**src/sbrg_pkg.sv**
```systemverilog
package sbrg_pkg;

  // Register byte addresses on the bus
  localparam logic [7:0] ADR_TX_CTL = 8'h00;
  localparam logic [7:0] ADR_RX_CTL = 8'h04;
  localparam logic [7:0] ADR_DIV    = 8'h08;
  localparam logic [7:0] ADR_STAT   = 8'h0C;

  // Field positions in transmit_control_status
  localparam int TX_MASTER_BIT = 7;
  localparam int TX_SYNC_BIT   = 4;
  localparam int TX_HS_BIT     = 2;
  localparam int TX_EMPTY_BIT  = 1;

  // Writable bits; transmit bit 3 is unimplemented, bit 1 is read-only
  localparam logic [7:0] TX_WR_MASK = 8'hF5;
  localparam logic [7:0] RX_WR_MASK = 8'hF8;

  // Values after reset
  localparam logic [7:0] TX_RST  = 8'h00;
  localparam logic [7:0] RX_RST  = 8'h00;
  localparam logic [7:0] DIV_RST = 8'h00;
  localparam logic       RX_IDLE = 1'h1;

  // Prescale terminal counts: factor minus one
  localparam logic [5:0] PRE_LO_LAST   = 6'h3F;
  localparam logic [5:0] PRE_HI_LAST   = 6'h0F;
  localparam logic [5:0] PRE_SYNC_LAST = 6'h03;

  typedef enum logic [1:0] {
    SBRG_ASYNC_LO,
    SBRG_ASYNC_HI,
    SBRG_SYNC_MASTER,
    SBRG_SYNC_SLAVE
  } sbrg_mode_t;

  // Mode from transmit control; high speed only matters when asynchronous
  function automatic sbrg_mode_t sbrg_mode(input logic [7:0] tx);
    if (tx[TX_SYNC_BIT]) begin
      return tx[TX_MASTER_BIT] ? SBRG_SYNC_MASTER : SBRG_SYNC_SLAVE;
    end
    return tx[TX_HS_BIT] ? SBRG_ASYNC_HI : SBRG_ASYNC_LO;
  endfunction

  // Last prescale count for each mode
  function automatic logic [5:0] sbrg_pre_last(input sbrg_mode_t m);
    case (m)
      SBRG_ASYNC_LO: return PRE_LO_LAST;
      SBRG_ASYNC_HI: return PRE_HI_LAST;
      default:       return PRE_SYNC_LAST;
    endcase
  endfunction

endpackage

```
**src/sbrg_top.sv**
```systemverilog
// Functional notes
// Receive level is majority of three samples; the code votes only in asynchronous mode, synchronous uses the synced pin
// Rate is clock over factor times divisor+1
// Synchronous mode ignores the high speed bit
// Generator runs from the system clock
// Software rewrites divisor after clock change
// Divisor lives in its own register
// Dedicated free-running 8-bit timer
// Divisor write resets the timer at once
// Synchronous slave takes no rate from generator
// Timer ticks every divisor+1, then fixed prescale
`timescale 1ns/1ps
module sbrg_top
  import sbrg_pkg::*;
(
  // Clock and reset
  input  wire logic        clk_i,
  input  wire logic        rst_n_i,
  // Wishbone slave
  input  wire logic        wb_cyc_i,
  input  wire logic        wb_stb_i,
  input  wire logic        wb_we_i,
  input  wire logic [7:0]  wb_adr_i,
  input  wire logic [3:0]  wb_sel_i,
  input  wire logic [31:0] wb_dat_i,
  output logic      [31:0] wb_dat_o,
  output logic             wb_ack_o,
  // Serial side
  input  wire logic        serial_receive_pin_i,
  output logic             rx_level_o,
  output logic             gen_tick_o,
  output logic             bit_tick_o
);
  import sbrg_pkg::*;

  logic [7:0]  transmit_control_status;
  logic [7:0]  receive_control_status;
  logic [7:0]  rate_divisor;
  logic [5:0]  pre_cnt;
  logic [31:0] next_rdata;
  logic        bus_req;
  logic        wr_take;
  logic        div_wr;
  logic        pre_wrap;
  sbrg_mode_t  mode;
  logic [5:0]  pre_last;

  // Request is held until ack; a write lands on the edge that sees ack
  assign bus_req  = wb_cyc_i && wb_stb_i;
  assign wr_take  = bus_req && wb_we_i && wb_ack_o && wb_sel_i[0];
  assign div_wr   = wr_take && (wb_adr_i == ADR_DIV);
  assign mode     = sbrg_mode(transmit_control_status);
  assign pre_last = sbrg_pre_last(mode);
  assign pre_wrap = pre_cnt >= pre_last;

  // Ack one cycle after the request, dropped the cycle after
  always_ff @(posedge clk_i or negedge rst_n_i) begin
    if (!rst_n_i) begin
      wb_ack_o <= 1'h0;
    end else begin
      wb_ack_o <= bus_req && !wb_ack_o;
    end
  end

  // Transmit control: only the low lane carries a register
  always_ff @(posedge clk_i or negedge rst_n_i) begin
    if (!rst_n_i) begin
      transmit_control_status <= TX_RST;
    end else if (wr_take && wb_adr_i == ADR_TX_CTL) begin
      transmit_control_status <= wb_dat_i[7:0] & TX_WR_MASK;
    end
  end

  // Receive control; status bits belong to the receiver and read zero here
  always_ff @(posedge clk_i or negedge rst_n_i) begin
    if (!rst_n_i) begin
      receive_control_status <= RX_RST;
    end else if (wr_take && wb_adr_i == ADR_RX_CTL) begin
      receive_control_status <= wb_dat_i[7:0] & RX_WR_MASK;
    end
  end

  // Divisor has a register of its own, apart from both controls
  always_ff @(posedge clk_i or negedge rst_n_i) begin
    if (!rst_n_i) begin
      rate_divisor <= DIV_RST;
    end else if (div_wr) begin
      rate_divisor <= wb_dat_i[7:0];
    end
  end

  // Read decode; unmapped addresses answer with zero
  always_comb begin
    next_rdata = 32'h0000_0000;
    if (wb_adr_i == ADR_TX_CTL) begin
      next_rdata[7:0] = transmit_control_status;
      next_rdata[TX_EMPTY_BIT] = 1'h1;  // No shifter here, always empty
    end else if (wb_adr_i == ADR_RX_CTL) begin
      next_rdata[7:0] = receive_control_status;
    end else if (wb_adr_i == ADR_DIV) begin
      next_rdata[7:0] = rate_divisor;
    end else if (wb_adr_i == ADR_STAT) begin
      next_rdata[7:0] = {pre_cnt, 1'h0, rx_level_o};
    end
  end

  // Read data captured with the ack
  always_ff @(posedge clk_i or negedge rst_n_i) begin
    if (!rst_n_i) begin
      wb_dat_o <= 32'h0000_0000;
    end else if (bus_req && !wb_ack_o) begin
      wb_dat_o <= next_rdata;
    end
  end

  // Timer counts system clocks, so the rate scales with the clock source
  sbrg_rate_timer u_timer (
    .clk_i      (clk_i),
    .rst_n_i    (rst_n_i),
    .load_i     (div_wr),
    .load_val_i (wb_dat_i[7:0]),
    .div_i      (rate_divisor),
    .tick_o     (gen_tick_o)
  );

  // Majority sampling only in asynchronous mode
  sbrg_majority u_sample (
    .clk_i       (clk_i),
    .rst_n_i     (rst_n_i),
    .pin_i       (serial_receive_pin_i),
    .sample_en_i (gen_tick_o),
    .vote_en_i   (!transmit_control_status[TX_SYNC_BIT]),
    .level_o     (rx_level_o)
  );

  // Prescaler; >= lets a mode change to a smaller factor wrap at once
  always_ff @(posedge clk_i or negedge rst_n_i) begin
    if (!rst_n_i) begin
      pre_cnt <= 6'h00;
    end else if (div_wr) begin
      pre_cnt <= 6'h00;
    end else if (gen_tick_o) begin
      pre_cnt <= pre_wrap ? 6'h00 : pre_cnt + 6'h01;
    end
  end

  // Bit rate tick; a synchronous slave is clocked from outside
  always_ff @(posedge clk_i or negedge rst_n_i) begin
    if (!rst_n_i) begin
      bit_tick_o <= 1'h0;
    end else begin
      bit_tick_o <= gen_tick_o && pre_wrap && (mode != SBRG_SYNC_SLAVE);
    end
  end

  // Helpers for assertions: gap between timer ticks and write tracking
  logic [8:0] gap_cnt;
  logic       tick_seen;
  logic       after_wr;

  always_ff @(posedge clk_i or negedge rst_n_i) begin
    if (!rst_n_i) begin
      gap_cnt   <= 9'h000;
      tick_seen <= 1'h0;
      after_wr  <= 1'h0;
    end else begin
      if (div_wr || gen_tick_o) begin
        gap_cnt <= 9'h001;
      end else if (gap_cnt != 9'h1FF) begin
        gap_cnt <= gap_cnt + 9'h001;
      end
      if (div_wr) begin
        tick_seen <= 1'h0;
        after_wr  <= 1'h1;
      end else if (gen_tick_o) begin
        tick_seen <= 1'h1;
        after_wr  <= 1'h0;
      end
    end
  end

  chk_tick_period: assert property (@(posedge clk_i) disable iff (!rst_n_i)
    (gen_tick_o && tick_seen) |-> gap_cnt == {1'h0, rate_divisor} + 9'h001)
    else $error("timer tick spacing is not divisor plus one");

  chk_write_restart: assert property (@(posedge clk_i) disable iff (!rst_n_i)
    (gen_tick_o && after_wr) |-> gap_cnt == {1'h0, rate_divisor} + 9'h002)
    else $error("first tick after divisor write is late or early");

  chk_bit_needs_tick: assert property (@(posedge clk_i) disable iff (!rst_n_i)
    bit_tick_o |-> $past(gen_tick_o) && $past(pre_wrap))
    else $error("bit tick without terminal prescale");

  chk_low_factor: assert property (@(posedge clk_i) disable iff (!rst_n_i)
    (mode == SBRG_ASYNC_LO && gen_tick_o && pre_cnt < PRE_LO_LAST) |=> !bit_tick_o)
    else $error("low speed bit tick before 64 ticks");

  chk_sync_factor: assert property (@(posedge clk_i) disable iff (!rst_n_i)
    (mode == SBRG_SYNC_MASTER && gen_tick_o && !div_wr && pre_cnt == PRE_SYNC_LAST)
      |=> (bit_tick_o && pre_cnt == 6'h00))
    else $error("synchronous factor is not 4");

  chk_slave_quiet: assert property (@(posedge clk_i) disable iff (!rst_n_i)
    (mode == SBRG_SYNC_SLAVE) |=> !bit_tick_o)
    else $error("bit tick while synchronous slave");

  chk_div_write: assert property (@(posedge clk_i) disable iff (!rst_n_i)
    div_wr |=> (rate_divisor == $past(wb_dat_i[7:0])
      && transmit_control_status == $past(transmit_control_status)))
    else $error("divisor write misrouted");

  chk_ack_pulse: assert property (@(posedge clk_i) disable iff (!rst_n_i)
    wb_ack_o |=> !wb_ack_o)
    else $error("ack held longer than one cycle");

  cov_async_hi_bit: cover property (@(posedge clk_i) disable iff (!rst_n_i)
    mode == SBRG_ASYNC_HI && bit_tick_o);

  cov_sync_bit: cover property (@(posedge clk_i) disable iff (!rst_n_i)
    mode == SBRG_SYNC_MASTER && bit_tick_o);

  cov_write_restart: cover property (@(posedge clk_i) disable iff (!rst_n_i)
    gen_tick_o && after_wr);

  cov_async_lo_bit: cover property (@(posedge clk_i) disable iff (!rst_n_i)
    mode == SBRG_ASYNC_LO && bit_tick_o);

  cov_slave_tick: cover property (@(posedge clk_i) disable iff (!rst_n_i)
    mode == SBRG_SYNC_SLAVE && gen_tick_o);

  // High speed must not wrap early; 16 timer ticks make one bit
  chk_hi_factor: assert property (@(posedge clk_i) disable iff (!rst_n_i)
    (mode == SBRG_ASYNC_HI && gen_tick_o && pre_cnt < PRE_HI_LAST) |=> !bit_tick_o)
    else $error("high speed bit tick before 16 ticks");

  // Low speed wraps exactly at its last count
  chk_lo_wrap: assert property (@(posedge clk_i) disable iff (!rst_n_i)
    (mode == SBRG_ASYNC_LO && gen_tick_o && !div_wr && pre_cnt == PRE_LO_LAST)
      |=> (bit_tick_o && pre_cnt == 6'h00))
    else $error("low speed factor is not 64");

  // High speed wraps exactly at its last count
  chk_hi_wrap: assert property (@(posedge clk_i) disable iff (!rst_n_i)
    (mode == SBRG_ASYNC_HI && gen_tick_o && !div_wr && pre_cnt == PRE_HI_LAST)
      |=> (bit_tick_o && pre_cnt == 6'h00))
    else $error("high speed factor is not 16");

  // A divisor write restarts the prescale too, else the first bit would be short
  chk_write_clears_pre: assert property (@(posedge clk_i) disable iff (!rst_n_i)
    div_wr |=> pre_cnt == 6'h00)
    else $error("prescale not cleared by divisor write");

  // Every request gets its ack in the next cycle
  chk_ack_follows: assert property (@(posedge clk_i) disable iff (!rst_n_i)
    (bus_req && !wb_ack_o) |=> wb_ack_o)
    else $error("ack did not follow request");

  // No ack without a request on the bus
  chk_idle_no_ack: assert property (@(posedge clk_i) disable iff (!rst_n_i)
    !bus_req |=> !wb_ack_o)
    else $error("ack without request");

  // A write on a closed byte lane must leave all registers alone
  chk_lane_ignored: assert property (@(posedge clk_i) disable iff (!rst_n_i)
    (bus_req && wb_we_i && wb_ack_o && !wb_sel_i[0])
      |=> ($stable(rate_divisor) && $stable(transmit_control_status) && $stable(receive_control_status)))
    else $error("write with closed lane changed a register");

  // Divisor reads back from its own register
  chk_read_div: assert property (@(posedge clk_i) disable iff (!rst_n_i)
    (bus_req && !wb_we_i && !wb_ack_o && wb_adr_i == ADR_DIV)
      |=> wb_dat_o == {24'h000000, $past(rate_divisor)})
    else $error("divisor read data wrong");

  // No shifter lives here, so software always sees it empty
  chk_empty_bit: assert property (@(posedge clk_i) disable iff (!rst_n_i)
    (bus_req && !wb_we_i && !wb_ack_o && wb_adr_i == ADR_TX_CTL) |=> wb_dat_o[TX_EMPTY_BIT])
    else $error("transmit empty bit read low");

  // Status shows the resolved receive level
  chk_status_level: assert property (@(posedge clk_i) disable iff (!rst_n_i)
    (bus_req && !wb_we_i && !wb_ack_o && wb_adr_i == ADR_STAT) |=> wb_dat_o[0] == $past(rx_level_o))
    else $error("status level differs from receive level");

endmodule

```
**src/sbrg_rate_timer.sv**
```systemverilog
`timescale 1ns/1ps
module sbrg_rate_timer (
  // Clock and reset
  input  wire logic       clk_i,
  input  wire logic       rst_n_i,
  // Divisor and reload strobe
  input  wire logic       load_i,
  input  wire logic [7:0] load_val_i,
  input  wire logic [7:0] div_i,
  // One pulse per divisor + 1 clocks
  output logic            tick_o
);
  import sbrg_pkg::*;

  logic [7:0] count;

  // Down counter; a write reloads at once instead of waiting for zero
  always_ff @(posedge clk_i or negedge rst_n_i) begin
    if (!rst_n_i) begin
      count <= DIV_RST;
    end else if (load_i) begin
      count <= load_val_i;
    end else if (count == 8'h00) begin
      count <= div_i;
    end else begin
      count <= count - 8'h01;
    end
  end

  // Tick is registered so it reaches the port glitch free
  always_ff @(posedge clk_i or negedge rst_n_i) begin
    if (!rst_n_i) begin
      tick_o <= 1'h0;
    end else begin
      tick_o <= !load_i && (count == 8'h00);
    end
  end

  chk_reload_value: assert property (@(posedge clk_i) disable iff (!rst_n_i)
    load_i |=> count == $past(load_val_i))
    else $error("timer did not reload the written divisor");

  chk_zero_reload: assert property (@(posedge clk_i) disable iff (!rst_n_i)
    (!load_i && count == 8'h00) |=> (tick_o && count == $past(div_i)))
    else $error("timer missed tick or reload at zero");

endmodule

```
**src/sbrg_majority.sv**
```systemverilog
`timescale 1ns/1ps
module sbrg_majority (
  // Clock and reset
  input  wire logic clk_i,
  input  wire logic rst_n_i,
  // Raw pin and sampling controls
  input  wire logic pin_i,
  input  wire logic sample_en_i,
  input  wire logic vote_en_i,
  // Resolved receive level
  output logic      level_o
);
  import sbrg_pkg::*;

  logic       sync1;
  logic       sync2;
  logic [2:0] hist;

  function automatic logic vote3(input logic [2:0] s);
    return (s[0] & s[1]) | (s[0] & s[2]) | (s[1] & s[2]);
  endfunction

  // Two flops against metastability on the pin
  always_ff @(posedge clk_i or negedge rst_n_i) begin
    if (!rst_n_i) begin
      sync1 <= RX_IDLE;
      sync2 <= RX_IDLE;
    end else begin
      sync1 <= pin_i;
      sync2 <= sync1;
    end
  end

  // Last three samples, taken on generator ticks
  always_ff @(posedge clk_i or negedge rst_n_i) begin
    if (!rst_n_i) begin
      hist <= {3{RX_IDLE}};
    end else if (sample_en_i) begin
      hist <= {hist[1:0], sync2};
    end
  end

  // Vote in asynchronous mode; a single noisy sample cannot flip the level
  always_ff @(posedge clk_i or negedge rst_n_i) begin
    if (!rst_n_i) begin
      level_o <= RX_IDLE;
    end else begin
      level_o <= vote_en_i ? vote3(hist) : sync2;
    end
  end

  chk_vote_high: assert property (@(posedge clk_i) disable iff (!rst_n_i)
    (vote_en_i && $countones(hist) >= 2) |=> level_o)
    else $error("two high samples did not give high");

  chk_vote_low: assert property (@(posedge clk_i) disable iff (!rst_n_i)
    (vote_en_i && $countones(hist) <= 1) |=> !level_o)
    else $error("two low samples did not give low");

endmodule

```
**config.mk**
```make
export PLATFORM = sky130hd
export DESIGN_NAME = sbrg_top
export DESIGN_NICKNAME = d
export VERILOG_FILES = /design/src/sbrg_pkg.sv /design/src/sbrg_top.sv /design/src/sbrg_rate_timer.sv /design/src/sbrg_majority.sv
export SDC_FILE = /design/constraint.sdc
export NUM_CORES = 1
export LEC_CHECK = 0
export BUFFER_PORTS_ARGS = -buffer_cell sky130_fd_sc_hd__buf_2
export CORE_UTILIZATION = 40
export CTS_BUF_LIST = sky130_fd_sc_hd__clkbuf_16
export CTS_CLUSTER_DIAMETER = 100
export CTS_CLUSTER_SIZE = 28
export DETAILED_ROUTE_END_ITERATION = 7
export PLACE_DENSITY = 0.7
export SETUP_SLACK_MARGIN = 0.15
export SLEW_MARGIN = 30
export SYNTH_ARGS = -nofsm -noshare
export SYNTH_HDL_FRONTEND = slang
export SYNTH_SLANG_ARGS = --single-unit
```
**constraint.sdc**
```tcl
create_clock -name clk_i -period 2.07 [get_ports clk_i]
set_input_delay 0.1035 -clock clk_i [delete_from_list [all_inputs] [get_ports clk_i]]
set_output_delay 0.1035 -clock clk_i [all_outputs]
set_load 0.005 [all_outputs]
```
==> impl_results.md <==
* Post-CTS setup repair buffer count at 0
* Switching power at 0.0005883 W
* Num CTS Buffers at 5
* Sequential Power Share at 50.4%
* Routed wire length at 5521 um
* Period utilization at 89.38%
* Crit path max fanout at 6
* Yosys reg bits at 50
* Via/cell ratio at 5.263
* Root buffer cell: clkbuf_16
* P_int at 0.001652 W
* Horiz. Die Dim at 83.24 um
* Setup TNS at 0 ns
* R2R depth at 5
* Netlist cell types at 43
* CP Cell Sequence: or4_1, or3_4, buf_4, o21ai_0, o21ai_0
* DP HPWL at 3900 um
* Overflow left after global routing at 0
* TritonCTS sink count at 50
* Critical path's top delay family: simple AND/OR/NAND/NOR gates
* Cells after Synth at 251
* Leak at 1.527 nW
* Slowest-stage cell, CP: or4_1
* Gpl congestion at 0.8672
* DRT iter0 DRCs at 142
* DIE HEIGHT at 83.24 um
* CTS H-Tree Depth at 2
* Fin. max-slew vios at 0
* First-pass GRT wire length at 9239 um
* Relative slew slack at 57.96%
* Die ar. at 0.006929 sq mm
* Most frequent CP cell: o21ai_0
* I/O Buffers at 34
* Clk network pwr share at 35.0%
* Initial DRT Pass Iterations at 4
* Final setup viols at 0
* Clock skew at 0.005456 ns
* Comb pwr share at 14.6%
* Drt drc at 0
* Hold Vio Cnt, Final at 0
* Hold depth at 3
* Tmin final at 1.850 ns
* Post-synth EDFFs at 0
* Worst R2R Setup Slack at 0.22 ns
* Netlist Area Pre-Place at 0.002640 sq mm
* WS Path Type: flop to flop
* N_diodes at 0
* Clock buffer depth at 2
* Register area share after synthesis at 47.68%
* Vias post-DR at 1963
* Asr flop ratio synth at 100.0%
* Largest stage delay on the critical path at 0.56 ns
* Routed Antenna Nets at 0
* Area Overhead vs Synth at 14.79%
* Total Routing Usage GR at 16.89%
* Avg Inst Size Synth at 10.52 sq um
* Status: finished, final reports clean
* Switching Fraction at 26.26%
* Critical Path End Type: flop
* # IOs at 86
* Worst slew pin tran at 0.6307 ns
* Power density over the cells at 739.1 mW/mm^2
* Initial antenna violation count at 0
* Max Fclk at 0.5405 GHz
* Cell Rows at 29
* Fin nets at 352
* Levels on crit path at 5
* Filler cells at 568
* Final core occ at 47.72%
* RSZ-0062 raised after global routing: yes
* Layout cells sized above 1 at 29.39%
* Routed WL per cell at 14.80 um
* CTS clk-pin slew, worst paths at 0.06 ns
* Total of max-cap violations at 0
* Worst VDD drop at 322.3 uV
* CP required at 2.24 ns
* Largest net degree at the start of global routing at 51
* Vias in the first global route at 1843
* Worst min-delay path class: input port to flop
* Worst EP arrival at 2.02 ns
* CTS tree: done
* CP Launch Type: flop
* Starting Density at 41.58%
* Top_reg_cell synth: dfrtp_1
* Core Area at 0.006350 sq mm
* Synth warn at 0
* Clk_lat worst skew at 0.29 ns
* Worst path bufs/invs at 1
[cells by family after synthesis]
family	Yosys count	synth area share, %
buffers and inverters	39	9.147
DFF	50	47.68
other	1	0.1420
xor gates and xnor gates	6	1.991
adders and majority gates	7	3.317
and+or+nand+nor	83	17.39
muxes	24	10.00
AOI/OAI and AO/OA	41	10.33
[layout by cell type, fill, tap and decap left out, types with 3 or more instances in the layout]
| master | synthesis | layout |
|---|---|---|
| nor2_1 | 11 | 11 |
| nor3_1 | 5 | 5 |
| nand2_1 | 34 | 34 |
| a22oi_1 | 5 | 5 |
| nand4_1 | 4 | 4 |
| mux2i_1 | 5 | 5 |
| or4_1 | 3 | 3 |
| dfstp_2 | 6 | 6 |
| nor4_1 | 4 | 4 |
| nand2b_1 | 3 | 3 |
| and4_1 | 3 | 3 |
| buf_2 | 1 | 34 |
| dfrtp_1 | 44 | 44 |
| buf_4 | 25 | 12 |
| a21oi_1 | 8 | 7 |
| mux2_2 | 19 | 19 |
| inv_1 | 5 | 6 |
| ha_1 | 7 | 7 |
| o31ai_1 | 5 | 5 |
| clkbuf_16 | 0 | 5 |
| o21ai_0 | 10 | 10 |
| conb_1 | 1 | 24 |
| a221o_1 | 4 | 4 |
| xor2_1 | 6 | 6 |
[flip-flops by register name, summed over array words and instances, names as in the netlist]
register / cells
u_timer.count: 8
wb_ack_o: 1
u_sample.level_o: 1
pre_cnt: 6
rate_divisor: 8
transmit_control_status: 6
bit_tick_o: 1
u_sample.sync1: 1
wb_dat_o: 8
u_timer.tick_o: 1
u_sample.sync2: 1
u_sample.hist: 3
receive_control_status: 5
[stage by stage]
stage	hold slack, ns	instance area [sq um]	setup WS, ns	std cells	total power (W)
3_3_place_gp	0.2116	2860	0.05795	363	0.001450
2_1_floorplan	-0.1921	2730	0.1517	274	0.001363
6_report	0.02725	3030	0.2198	373	0.002240
3_5_place_dp	0.2114	2860	0.03472	363	0.001464
5_1_grt	0.05257	3030	0.1118	373	0.002354
4_1_cts	0.02518	3018	0.1608	373	0.002255
[cell type report]
class                           count  area [sq um]  area share (%)
Clock buffer                        5         125.1           4.129
Clock inverter                      3         12.51          0.4129
Inverter                            5         18.77          0.6193
Multi-Input combinational cell    185          1239           40.88
Sequential cell                    50          1259           41.54
Tap cell                           77         96.34           3.179
Timing Repair Buffer               48         280.3           9.249
[Yosys cell counts (4+ instances only)]
cell / n / share of area [%]
nor2_1: 11 / 1.6
a22oi_1: 5 / 1.4
dfstp_2: 6 / 6.0
mux2_2: 19 / 8.1
ha_1: 7 / 3.3
o31ai_1: 5 / 1.4
xor2_1: 6 / 2.0
buf_4: 25 / 7.1
nor4_1: 4 / 0.95
a21oi_1: 8 / 1.5
clkbuf_1: 8 / 1.1
o21ai_0: 10 / 1.9
nand2_1: 34 / 4.8
nand4_1: 4 / 0.95
nor3_1: 5 / 0.95
inv_1: 5 / 0.71
mux2i_1: 5 / 1.9
dfrtp_1: 44 / 42
a221o_1: 4 / 1.5
[layer usage]
metal	share of wire, %	vias up	track usage (%)
li1	-	935	-
met1	46	954	23.42
met4	1.7	0	6.113
met2	47	66	26.45
met3	4.8	8	3.082
met5	0	-	0
[final timing paths]
path	startpoint	endpoint
min	wb_dat_i[1]	rate_divisor[1]
max	u_timer.count[3]	u_timer.count[6]
max reg2reg	u_timer.count[3]	u_timer.count[6]
min reg2reg	u_sample.sync1	u_sample.sync2
min in group asynchronous	rst_n_i	u_timer.count[5]
max in group asynchronous	rst_n_i	bit_tick_o
[repair_timing]
action                                 CTS  global route
gates resized for setup                  1             3
endpoints found under the hold margin   45             0
setup endpoints to repair                5             8
hold buffers                             2             0
[power groups by stage]
stage	Combinational (W)	Clock (W)	Sequential, W
2_1_floorplan	0.000238	0	0.00113
3_3_place_gp	0.000313	0	0.00114
3_5_place_dp	0.000325	0	0.00114
4_1_cts	0.000329	0.000802	0.00112
5_1_grt	0.000375	0.000844	0.00113
6_report	0.000328	0.000783	0.00113
[tightest hold or removal path, cell delays in order]
cell and delay, ns:
buf_2 0.07, nand2_1 0.05, nand2_1 0.05
Power figures use the tool's default switching activity.
